===== src/hw/sbsc_pkg.sv =====
// Package for the system bus and stack control bank: offsets, fields, resets, carriers.
// Assumes a 32-bit APB slave in front of byte-wide control registers.
package sbsc_pkg;

  // ==========================================================================
  // Register offsets.
  // ==========================================================================
  // Register indices as printed; byte address is four times the index.
  localparam logic [15:0] SBSC_IDX_MODE = 16'hFF00;
  localparam logic [15:0] SBSC_IDX_STACK = 16'hFF01;
  localparam logic [15:0] SBSC_IDX_BREL = 16'hFF02;
  // Byte addresses on the APB side.
  localparam logic [17:0] SBSC_ADDR_MODE = {SBSC_IDX_MODE, 2'b00};
  localparam logic [17:0] SBSC_ADDR_STACK = {SBSC_IDX_STACK, 2'b00};
  localparam logic [17:0] SBSC_ADDR_BREL = {SBSC_IDX_BREL, 2'b00};

  // ==========================================================================
  // Field positions.
  // ==========================================================================
  localparam int SBSC_BIT_BUS_MODE = 7;
  localparam int SBSC_BIT_CPU_MODE = 6;
  localparam int SBSC_RSV_HI = 5;
  localparam int SBSC_RSV_LO = 3;
  localparam int SBSC_CS_HI = 2;
  localparam int SBSC_CS_LO = 0;
  localparam int SBSC_BIT_BREL_EN = 7;
  localparam int SBSC_WAIT_HI = 6;
  localparam int SBSC_WAIT_LO = 4;

  // ==========================================================================
  // Reset values.
  // ==========================================================================
  localparam logic [7:0] SBSC_RST_STACK = 8'h00;
  localparam logic SBSC_RST_BREL_EN = 1'b0;
  localparam logic [2:0] SBSC_RST_WAIT = 3'h0;
  localparam logic [2:0] SBSC_RST_RSV = 3'h0;
  localparam logic [2:0] SBSC_RST_CS = 3'h0;
  localparam logic SBSC_RST_CPU_MODE = 1'b0;
  localparam logic SBSC_RST_BUS_MODE = 1'b0;
  // Page size in address bits (64K blocks).
  localparam int SBSC_PAGE_BITS = 16;

  // Control state that leaves the register file as one carrier.
  typedef struct packed {
    logic bus_mode_sel;          // One selects expansion mode.
    logic cpu_mode_sel;          // One selects maximum mode.
    logic [2:0] chip_select_en;  // Per-line chip-select enables.
    logic bus_release_en;        // Shared pins act as bus release pair.
    logic [2:0] wait_state_sel;  // Wait selector code.
    logic [7:0] stack_page;      // Page for stack accesses.
  } sbsc_ctrl_s;

endpackage


===== src/hw/sbsc_pin_mux.sv =====
// Pin multiplexer for the shared request/acknowledge pins and the chip-select pins.
// Assumes the request pin input is already synchronised by the caller.
`timescale 1ns/10ps
module sbsc_pin_mux (
  input wire sbsc_pkg::sbsc_ctrl_s ctrl_in,
  input wire logic req_pin_sync_in,
  input wire logic bus_release_ack_n_in,
  input wire logic port3_bit3_in,
  input wire logic [2:0] port3_bits0_2_in,
  input wire logic [2:0] chip_select_n_in,
  output logic input_port_bit3_out,
  output logic bus_release_req_n_out,
  output logic ack_pin_out,
  output logic [2:0] cs_pin_out
);

  // ==========================================================================
  // Shared pin selection.
  // ==========================================================================
  logic brel_active; // Release role is in force.

  // The release role needs both the enable and expansion mode, since single chip
  // mode keeps every shared pin a plain port.
  always_comb begin
    brel_active = ctrl_in.bus_release_en & ctrl_in.bus_mode_sel;
    input_port_bit3_out = req_pin_sync_in;
    bus_release_req_n_out = brel_active ? req_pin_sync_in : 1'b1;
    ack_pin_out = brel_active ? bus_release_ack_n_in : port3_bit3_in;
  end

  // ==========================================================================
  // Chip-select lines, one per enable bit.
  // ==========================================================================
  genvar g;
  generate
    for (g = 0; g < 3; g++) begin : g_cs
      always_comb begin
        cs_pin_out[g] = (ctrl_in.chip_select_en[g] & ctrl_in.bus_mode_sel) ?
                        chip_select_n_in[g] : port3_bits0_2_in[g];
      end
    end
  endgenerate

endmodule


===== src/hw/sbsc_top.sv =====
// System bus and stack control bank: APB registers, mode straps, pin muxing.
// Assumes one 100 MHz clock, an APB master on the same clock, pins from outside.
//
// Operation
// - Request and acknowledge share port pins.
// - Reset leaves shared pins as ports.
// - Writing enable one gives release role in expansion mode.
// - Release enable is bit seven, cleared.
// - Eight-bit read/write stack page register.
// - Stack page resets to zero.
// - Internal RAM lives in page zero.
// - Page is a 64K block.
// - Single chip mode ignores chip selects.
// - Bus and CPU mode bits, reset zero.
// - External program forces expansion, read-only.
// - Chip select enables drive pins.
// - Wait selector gives half-clock states.
`timescale 1ns/10ps
module sbsc_top (
  input wire logic clk_in,
  input wire logic resetn_in,
  // APB slave.
  input wire logic psel_in,
  input wire logic penable_in,
  input wire logic pwrite_in,
  input wire logic [31:0] paddr_in,
  input wire logic [31:0] pwdata_in,
  input wire logic [3:0] pstrb_in,
  output logic [31:0] prdata_out,
  output logic pready_out,
  output logic pslverr_out,
  // Mode strap pin, high selects external program mode.
  input wire logic external_program_mode_in,
  // Shared request pin and bus sequencer acknowledge.
  input wire logic req_pin_in,
  input wire logic bus_release_ack_n_in,
  input wire logic port3_bit3_in,
  input wire logic [2:0] out_port3_bits0_2_in,
  input wire logic [2:0] chip_select_n_in,
  input wire logic [15:0] stack_offset_in,
  output logic input_port_bit3_out,
  output logic bus_release_req_n_out,
  output logic out_port3_bit3_out,
  output logic [2:0] cs_pin_out,
  output logic [3:0] wait_states_out,
  output logic [23:0] stack_addr_out,
  output logic bus_mode_sel_out,
  output logic cpu_mode_sel_out,
  output logic external_program_mode_out
);

  // ==========================================================================
  // Strap capture.
  // ==========================================================================
  logic strap_s1; // First stage, read only by the second.
  logic strap_s2; // Second stage.
  logic strap_s3; // Third stage.
  logic strap_done; // Strap has been latched since reset.
  logic ext_prog; // Latched external program mode.
  logic next_strap_done;
  logic next_ext_prog;
  logic [2:0] strap_fill; // Ones shift in behind reset; top bit marks a full pipeline.

  // The strap is a pin, so it passes three stages and is taken only once the
  // last two agree; the mode then stays put until the next reset.
  always_comb begin
    next_strap_done = strap_done;
    next_ext_prog = ext_prog;
    // Stage three holds a real pin sample only from the third edge on, so the
    // reset zeros in stages two and three must not count as agreement.
    if (!strap_done && strap_fill[2] && (strap_s2 == strap_s3)) begin
      next_strap_done = 1'b1;
      next_ext_prog = strap_s3;
    end
  end

  // Registers the strap pipeline.
  always_ff @(posedge clk_in or negedge resetn_in) begin
    if (!resetn_in) begin
      strap_s1 <= 1'b0;
      strap_s2 <= 1'b0;
      strap_s3 <= 1'b0;
      strap_fill <= 3'h0;
      strap_done <= 1'b0;
      ext_prog <= 1'b0;
    end else begin
      strap_s1 <= external_program_mode_in;
      strap_s2 <= strap_s1;
      strap_s3 <= strap_s2;
      strap_fill <= {strap_fill[1:0], 1'b1};
      strap_done <= next_strap_done;
      ext_prog <= next_ext_prog;
    end
  end

  // ==========================================================================
  // Request pin synchroniser.
  // ==========================================================================
  logic req_s1; // First stage, read only by the second.
  logic req_s2; // Second stage.
  logic req_s3; // Third stage.
  logic req_clean; // Accepted level.
  logic next_req_clean;

  // A change counts only when stages two and three agree.
  always_comb begin
    next_req_clean = (req_s2 == req_s3) ? req_s3 : req_clean;
  end

  // Reset parks the chain at the idle level so no false request follows reset.
  // Registers the request pipeline; idle level is high (not requesting).
  always_ff @(posedge clk_in or negedge resetn_in) begin
    if (!resetn_in) begin
      req_s1 <= 1'b1;
      req_s2 <= 1'b1;
      req_s3 <= 1'b1;
      req_clean <= 1'b1;
    end else begin
      req_s1 <= req_pin_in;
      req_s2 <= req_s1;
      req_s3 <= req_s2;
      req_clean <= next_req_clean;
    end
  end

  // ==========================================================================
  // Control registers.
  // ==========================================================================
  logic bus_mode; // Stored bus mode bit.
  logic cpu_mode; // CPU mode bit.
  logic [2:0] rsv; // Reserved storage bits.
  logic [2:0] cs_en; // Chip-select enables.
  logic [7:0] stack_page; // Stack page register.
  logic brel_en; // Bus release enable.
  logic [2:0] wait_sel; // Wait selector.
  logic next_bus_mode;
  logic next_cpu_mode;
  logic [2:0] next_rsv;
  logic [2:0] next_cs_en;
  logic [7:0] next_stack_page;
  logic next_brel_en;
  logic [2:0] next_wait_sel;
  logic wr_go; // Access phase of a write.
  logic [17:0] word_addr; // Byte address within the bank.
  logic addr_hit; // Address maps to a register.
  logic in_range; // Upper address bits are zero.

  assign in_range = (paddr_in[31:18] == 14'h0000);
  assign word_addr = paddr_in[17:0];
  assign addr_hit = in_range && ((word_addr == sbsc_pkg::SBSC_ADDR_MODE) ||
                    (word_addr == sbsc_pkg::SBSC_ADDR_STACK) ||
                    (word_addr == sbsc_pkg::SBSC_ADDR_BREL));
  assign wr_go = psel_in && penable_in && pwrite_in && pstrb_in[0] && addr_hit;

  // Next values of the control bits; only byte lane 0 carries data.
  always_comb begin
    next_bus_mode = bus_mode;
    next_cpu_mode = cpu_mode;
    next_rsv = rsv;
    next_cs_en = cs_en;
    next_stack_page = stack_page;
    next_brel_en = brel_en;
    next_wait_sel = wait_sel;
    // Until the strap is known, the reset values follow it so they are right
    // from the first accepted access.
    if (!strap_done) begin
      next_bus_mode = next_ext_prog;
      next_cs_en = {2'b00, next_ext_prog};
    end else if (wr_go) begin
      if (word_addr == sbsc_pkg::SBSC_ADDR_MODE) begin
        next_bus_mode = ext_prog ? 1'b1 : pwdata_in[sbsc_pkg::SBSC_BIT_BUS_MODE];
        next_cpu_mode = pwdata_in[sbsc_pkg::SBSC_BIT_CPU_MODE];
        next_rsv = pwdata_in[sbsc_pkg::SBSC_RSV_HI:sbsc_pkg::SBSC_RSV_LO];
        next_cs_en = pwdata_in[sbsc_pkg::SBSC_CS_HI:sbsc_pkg::SBSC_CS_LO];
      end else if (word_addr == sbsc_pkg::SBSC_ADDR_STACK) begin
        next_stack_page = pwdata_in[7:0];
      end else begin
        next_brel_en = pwdata_in[sbsc_pkg::SBSC_BIT_BREL_EN];
        next_wait_sel = pwdata_in[sbsc_pkg::SBSC_WAIT_HI:sbsc_pkg::SBSC_WAIT_LO];
      end
    end
  end

  // Registers the control bits; reset values are constants.
  always_ff @(posedge clk_in or negedge resetn_in) begin
    if (!resetn_in) begin
      // Internal program mode value; the strap may override it at latch time.
      bus_mode <= sbsc_pkg::SBSC_RST_BUS_MODE;
      cpu_mode <= sbsc_pkg::SBSC_RST_CPU_MODE;
      rsv <= sbsc_pkg::SBSC_RST_RSV;
      cs_en <= sbsc_pkg::SBSC_RST_CS;
      stack_page <= sbsc_pkg::SBSC_RST_STACK;
      brel_en <= sbsc_pkg::SBSC_RST_BREL_EN;
      wait_sel <= sbsc_pkg::SBSC_RST_WAIT;
    end else begin
      bus_mode <= next_bus_mode;
      cpu_mode <= next_cpu_mode;
      rsv <= next_rsv;
      cs_en <= next_cs_en;
      stack_page <= next_stack_page;
      brel_en <= next_brel_en;
      wait_sel <= next_wait_sel;
    end
  end

  // ==========================================================================
  // APB read path and answer.
  // ==========================================================================
  logic [31:0] rd_data; // Read data of the addressed register.
  logic [31:0] next_prdata;

  // Read mux; bits above the byte read as zero.
  // The mux reads next values: they equal the stored ones outside a write, and
  // in the stall cycle that latches the strap they already carry the mode that reset settles on.
  always_comb begin
    rd_data = 32'h0000_0000;
    if (word_addr == sbsc_pkg::SBSC_ADDR_MODE) begin
      rd_data[7:0] = {next_bus_mode, next_cpu_mode, next_rsv, next_cs_en};
    end else if (word_addr == sbsc_pkg::SBSC_ADDR_STACK) begin
      rd_data[7:0] = next_stack_page;
    end else if (word_addr == sbsc_pkg::SBSC_ADDR_BREL) begin
      rd_data[7:0] = {next_brel_en, next_wait_sel, 4'h0};
    end
    next_prdata = prdata_out;
    // Capture in setup and in every stalled access cycle, so a read that waits
    // out the strap returns the settled reset values rather than stale ones.
    if (psel_in && !pwrite_in && (!penable_in || !pready_out)) begin
      next_prdata = addr_hit ? rd_data : 32'h0000_0000;
    end
  end

  // Read data is captured in the setup cycle so it stands through access.
  always_ff @(posedge clk_in or negedge resetn_in) begin
    if (!resetn_in) begin
      prdata_out <= 32'h0000_0000;
    end else begin
      prdata_out <= next_prdata;
    end
  end

  // A master that starts at once after reset simply sees extra wait states;
  // the error flag is shown during them too, but is only valid with ready.
  // Stalls only until the strap is known, so reset values are settled first.
  assign pready_out = strap_done;
  assign pslverr_out = psel_in && penable_in && !addr_hit;

  // ==========================================================================
  // Outputs and submodules.
  // ==========================================================================
  sbsc_pkg::sbsc_ctrl_s ctrl; // Control carrier.

  always_comb begin
    ctrl.bus_mode_sel = bus_mode;
    ctrl.cpu_mode_sel = cpu_mode;
    ctrl.chip_select_en = cs_en;
    ctrl.bus_release_en = brel_en;
    ctrl.wait_state_sel = wait_sel;
    ctrl.stack_page = stack_page;
  end

  assign bus_mode_sel_out = bus_mode;
  assign cpu_mode_sel_out = cpu_mode;
  assign external_program_mode_out = ext_prog;
  assign stack_addr_out = {stack_page, stack_offset_in};

  // The pin mux sees the filtered request, never the raw pin.
  sbsc_pin_mux u_pin_mux (
    .ctrl_in(ctrl),
    .req_pin_sync_in(req_clean),
    .bus_release_ack_n_in(bus_release_ack_n_in),
    .port3_bit3_in(port3_bit3_in),
    .port3_bits0_2_in(out_port3_bits0_2_in),
    .chip_select_n_in(chip_select_n_in),
    .input_port_bit3_out(input_port_bit3_out),
    .bus_release_req_n_out(bus_release_req_n_out),
    .ack_pin_out(out_port3_bit3_out),
    .cs_pin_out(cs_pin_out)
  );

  // The wait count matters only to the external bus sequencer.
  sbsc_wait_decode u_wait (
    .wait_state_sel_in(wait_sel),
    .bus_mode_sel_in(bus_mode),
    .wait_states_out(wait_states_out)
  );

endmodule


===== src/hw/sbsc_wait_decode.sv =====
// Wait selector decode into a count of half-clock wait states.
// Assumes the bus sequencer consumes the count; no wait is inserted in single chip mode.
`timescale 1ns/10ps
module sbsc_wait_decode (
  input wire logic [2:0] wait_state_sel_in,
  input wire logic bus_mode_sel_in,
  output logic [3:0] wait_states_out
);

  // ==========================================================================
  // Decode.
  // ==========================================================================
  // Code n gives 2n half-clock states; single chip mode has no external cycles.
  always_comb begin
    wait_states_out = bus_mode_sel_in ? {wait_state_sel_in, 1'b0} : 4'h0;
  end

endmodule


===== config.mk =====
export PLATFORM = sky130hd
export DESIGN_NAME = sbsc_top
export DESIGN_NICKNAME = d
export VERILOG_FILES = /design/src/hw/sbsc_pkg.sv /design/src/hw/sbsc_pin_mux.sv /design/src/hw/sbsc_top.sv /design/src/hw/sbsc_wait_decode.sv
export SDC_FILE = /design/constraint.sdc
export NUM_CORES = 1
export LEC_CHECK = 0
export ABC_AREA = 1
export BUFFER_PORTS_ARGS = -buffer_cell sky130_fd_sc_hd__buf_2
export CORE_AREA = 2 2 94 96
export DETAILED_ROUTE_END_ITERATION = 8
export DIE_AREA = 0 0 96 98
export MAX_ROUTING_LAYER = met4
export PLACE_DENSITY = 0.65
export SYNTH_ARGS = -nofsm -noshare
export SYNTH_HDL_FRONTEND = slang
export SYNTH_SLANG_ARGS = --single-unit

===== constraint.sdc =====
create_clock -name clk_in -period 2.95 [get_ports clk_in]
set_input_delay 0.4425 -clock clk_in [delete_from_list [all_inputs] [get_ports clk_in]]
set_output_delay 0.4425 -clock clk_in [all_outputs]
set_load 0.03 [all_outputs]

Word-level counts from Yosys, hierarchy flattened:

Index checks and enable logic that the tools add are counted.

* word-level logic and storage cells: 81
* bits of input ports: 99
* register bits after elaboration: 64
* output and inout bits: 71

* multiplexer cells: 36
* reduce and logical (&&, ||, !) cells: 18
* bitwise operators: 4
* equal/unequal tests: 5

Operators with widths (number)
* 2-to-1 mux 8 bit: 8
* equality test 18 bit, second input constant: 3
* 2-to-1 mux 3 bit: 10
* 2-to-1 mux 1 bit: 17
* zero test 14 bit: 1
* logical AND 1 bit: 10
* bitwise AND 1 bit: 4
* zero test 1 bit: 4
* 2-to-1 mux 4 bit: 1
* logical OR 1 bit: 3
* equality test 1 bit: 2

Depth between registers and ports, before layout:

* depth in word-level cells: 11
* gate-level depth with buffers: 15
* mapped depth without buffers: 15

By module:

From an unflattened synthesis, not the netlist that was laid out.

* cell total of the unflattened synthesis: 317
* area, all modules: 2463.6 um^2

By module, submodules not included
* sbsc_top: area an instance 2338.5 um^2, seq. area each 1006.0 um^2, cells each 290, times used 1
* sbsc_pin_mux: area an instance 91.3 um^2, seq. area each 0.0 um^2, cells each 19, times used 1
* sbsc_wait_decode: area an instance 33.8 um^2, seq. area each 0.0 um^2, cells each 8, times used 1

Least setup slack after synthesis:

Ideal clock, no wire load.

* path type: input-to-reg
* start: input port paddr_in[7]
* end: register prdata_out[6]
* setup slack: 1.141 ns
* buffers on the path: 1
* cell stages on the path: 13
* required time: 2.833 ns
* arrival: 1.692 ns
* setup time: 0.117 ns
* path through: nor2_1 nand2_1 nor2_4 o211ai_1 nor2_4 nand4_4 buf_6 nand2_1 nand2_1 nand2_1 nand3_1 nand2_1 nand2_1

* elaborated cells between the ends (all ways): 22
* classes of those cells: eq/ne: 3; mux: 15; reduce/logical: 4

RTL lines
* start, declared: line sbsc_top.sv:26 `input wire logic [31:0] paddr_in,`
* equality test 18 bit (on tied branches)
* logical OR 1 bit: line sbsc_top.sv:150 `assign addr_hit = in_range && ((word_addr == sbsc_pkg::SBSC_ADDR_MODE) ||`
* logical OR 1 bit: line sbsc_top.sv:151 `(word_addr == sbsc_pkg::SBSC_ADDR_STACK) ||`
* logical AND 1 bit: line sbsc_top.sv:150
* logical AND 1 bit: line sbsc_top.sv:153 `assign wr_go = psel_in && penable_in && pwrite_in && pstrb_in[0] && addr_hit;`
* 2-to-1 mux 8 bit *: line sbsc_top.sv:169 `end else if (wr_go) begin`
* 2-to-1 mux 8 bit *: line sbsc_top.sv:166 `if (!strap_done) begin`
* net next_stack_page[6]: line sbsc_top.sv:140 `logic [7:0] next_stack_page;`
* 2-to-1 mux 8 bit *: line sbsc_top.sv:219 `end else if (word_addr == sbsc_pkg::SBSC_ADDR_STACK) begin`
* 2-to-1 mux 8 bit *: line sbsc_top.sv:217 `if (word_addr == sbsc_pkg::SBSC_ADDR_MODE) begin`
* 2-to-1 mux 8 bit *: line sbsc_top.sv:228 `next_prdata = addr_hit ? rd_data : 32'h0000_0000;`
* end signal, assigned: line sbsc_top.sv:237 `prdata_out <= next_prdata;`
* end, declared: line sbsc_top.sv:29 `output logic [31:0] prdata_out,`

Mark *: on every way through the listed nets, which the timed path passes. The rest lies on a longest branch.
A chain may end at the register's enable or synchronous reset.

Worst setup path after layout:

* start: input port paddr_in[29]
* end: output port pslverr_out

* longest elaborated chain between the ends: 4

Ends and longest elaborated chain
* zero test 14 bit: line sbsc_top.sv:148 `assign in_range = (paddr_in[31:18] == 14'h0000);`
* logical AND 1 bit: line sbsc_top.sv:150
* zero test 1 bit: line sbsc_top.sv:245 `assign pslverr_out = psel_in && penable_in && !addr_hit;`
* logical AND 1 bit: line sbsc_top.sv:245
* end, declared: line sbsc_top.sv:31 `output logic pslverr_out,`

No other way between the ends.

==> out/metrics.cfg <==
[status]
status=finished, final reports clean

[global_route]
grt_pass1_vias=2110
grt_pass1_wl_mm=9.42
grt-ovfl-total=0
grt_antenna_before_repair=0
track_usage_pct=12.9
grt_use_met3_pct=4.32
grtUsageMet2_pct=21.6
grt_max_degree=41
top_usage_layer=met2
grt_use_met1_pct=14.6

[job]
cap_violations=0

[synthesis]
synth_seq_cells=40
ys.warnings.count=0
syn_avg_cell_area_um2=7.70
synth_seq_area_share_pct=40.8
syn_area_mm2=0.00246
synth_cell_types=34
synthCells=320

[finish]
fin_util_pct=33.9
seq_area_mm2=0.00101
layout-drive-gt1-share_pct=31.3
multi_input_area_mm2=0.00104
final_area_mm2=0.00287
layout_commonest_cell=nand2_1
fill_cells=927
area_growth_pct=16.4
diodes=0
final_cell_mix=nand2_1, buf_2, dfrtp_1, inv_1, conb_1
fin_nets=484

[setup_path]
worstSetupEndpoint=pslverr_out
reg2reg_to=prdata_out[7]
cp-startpoint=paddr_in[29]
cp.arrival_ns=1.56
cp-start-kind=input port
rrSetupSlack_ns=1.21
cp_data_required_time_ns=2.51
reg2reg_depth=9
criticalPathCategory=input port to output port
worstPathMaxFanout=5
r2r-start=pready_out
critPathCaptureType=output port

[clocking]
hold_buffers=0
postCtsSetupBuffers=0
cts.sinks=40
clk_pin_slew_ns=0.08
cts_root_buf=clkbuf_8
cts_resized=0
cts_max_path_buffers=2
cts_tree=yes
clk_latency_ns=0.29
ctsHtreeMaxLevel=2
cts_buffers=5

[placed_design]
dp_slack_ns=0.786
place_congestion=0.851
port_buffers=85
dp.final_hpwl_mm=4.63
place_area_mm2=0.00273

[floorplanning]
die_y_um=98
rows=34
die_area_mm2=0.00941
ios=170
start_util_pct=29.1
core-area_mm2=0.00847
fp.dieW_um=96

[timing]
worst_pin_slew_ns=0.893
drv_slew=0
fmax_mhz=500
skew_ns=0.0123
worst_slack_ns=0.950
tns_ns=0
setup_viol=0
fin_crit_ns=2.00
slew-limit-headroom_pct=40.5
hold_violations=0
fin_crit_sh_pct=67.8
grt_setup_unrepaired=no

[route]
routedWlPerCell_um=11.4
route.vias.total=2087
routed_wl_mm=5.62
first_iter_violations=76
drc=0
ant_nets=0
viasPerCell=4.22
firstDrtPassIters=4

[power_and_ir_drop]
total_power_mw=1.49
p_per_area_mw_per_mm2=520
vdd.ir_drop.worst_v=0.000233
leakage_nw=1.62

[min_path]
hold_class=input port to flip-flop

[cell type report]
type | count | area share (%)
inverter | 33 | 4.32
clock inverter | 2 | 2.10
multi-input combinational | 219 | 36.1
timing repair buffer | 86 | 15.1
clock buffer | 6 | 2.53
sequential | 40 | 35.1
tap | 108 | 4.71
[cell usage after synthesis, drive strengths merged]
master | count | area (um2)
nand2 | 103 | 387
buf | 51 | 384
dfrtp | 36 | 901
inv | 33 | 124
nand3 | 25 | 138
nor2 | 25 | 134
o21ai | 12 | 71.3
nand4 | 7 | 65.1
dfstp | 4 | 105
a21oi | 3 | 15.0
and2 | 3 | 18.8
nor3 | 3 | 20.0
nor4 | 3 | 18.8
conb | 2 | 7.51
nand3b | 2 | 15.0
and3 | 1 | 6.26
clkbuf | 1 | 3.75
maj3 | 1 | 10.0
mux2 | 1 | 11.3
o211ai | 1 | 7.51
or2 | 1 | 6.26
or3 | 1 | 6.26
xnor2 | 1 | 8.76
[cell families after synthesis]
family	count (synthesis)	synth area share, %
other cells	2	0.305
simple gates	174	33.1
xor+xnor	1	0.356
buf+inv	85	20.8
flops	40	40.8
compound gates	16	3.81
fa+ha+maj	1	0.406
mux	1	0.457
[routing by layer]
metal,vias up,part of all wire (%)
met4,0,1.8
li1,1055,-
met3,9,6.6
met1,964,41
met5,-,0
met2,59,51
[worst min path at each step]
stage	startpoint	cells past startpoint	end	slack (ns)
after floorplan	resetn_in	0	brel_en	0.15
after CTS	req_pin_in	1	req_s1	0.24
after global placement	strap_s1	0	strap_s2	0.33
after detailed placement	strap_s1	0	strap_s2	0.35
after global routing	external_program_mode_in	1	strap_s1	0.23
final	req_pin_in	1	req_s1	0.24
[power breakdown]
| group | leakage, nW | internal, mW | switching (mW) | total, mW |
|---|---|---|---|---|
| clock | 0.0654 | 0.338 | 0.187 | 0.525 |
| combinational | 1.05 | 0.0960 | 0.249 | 0.345 |
| sequential | 0.502 | 0.579 | 0.0415 | 0.621 |
[stage by stage]
stage,hold WS (ns),instances
2_1_floorplan,0.147,344
3_3_place_gp,0.332,486
3_5_place_dp,0.345,486
4_1_cts,0.235,494
5_1_grt,0.233,494
6_report,0.241,494
[critical path, stage by stage]
cell and delay (ns):
buf_2 0.11, nor2_1 0.09, and2_1 0.12, nand2_1 0.06, nor2_1 0.23, inv_2 0.08, nor2_4 0.20, nor2_1 0.06
buf_2 0.17
[state kept, by name (all words and copies together), names as in the netlist, 3 cells and up]
| signal | flops |
|---|---|
| prdata_out | 8 |
| wait_sel | 3 |
| stack_page | 8 |
| strap_fill | 3 |
| cs_en | 3 |
| rsv | 3 |
Power figures use the tool's default switching activity.
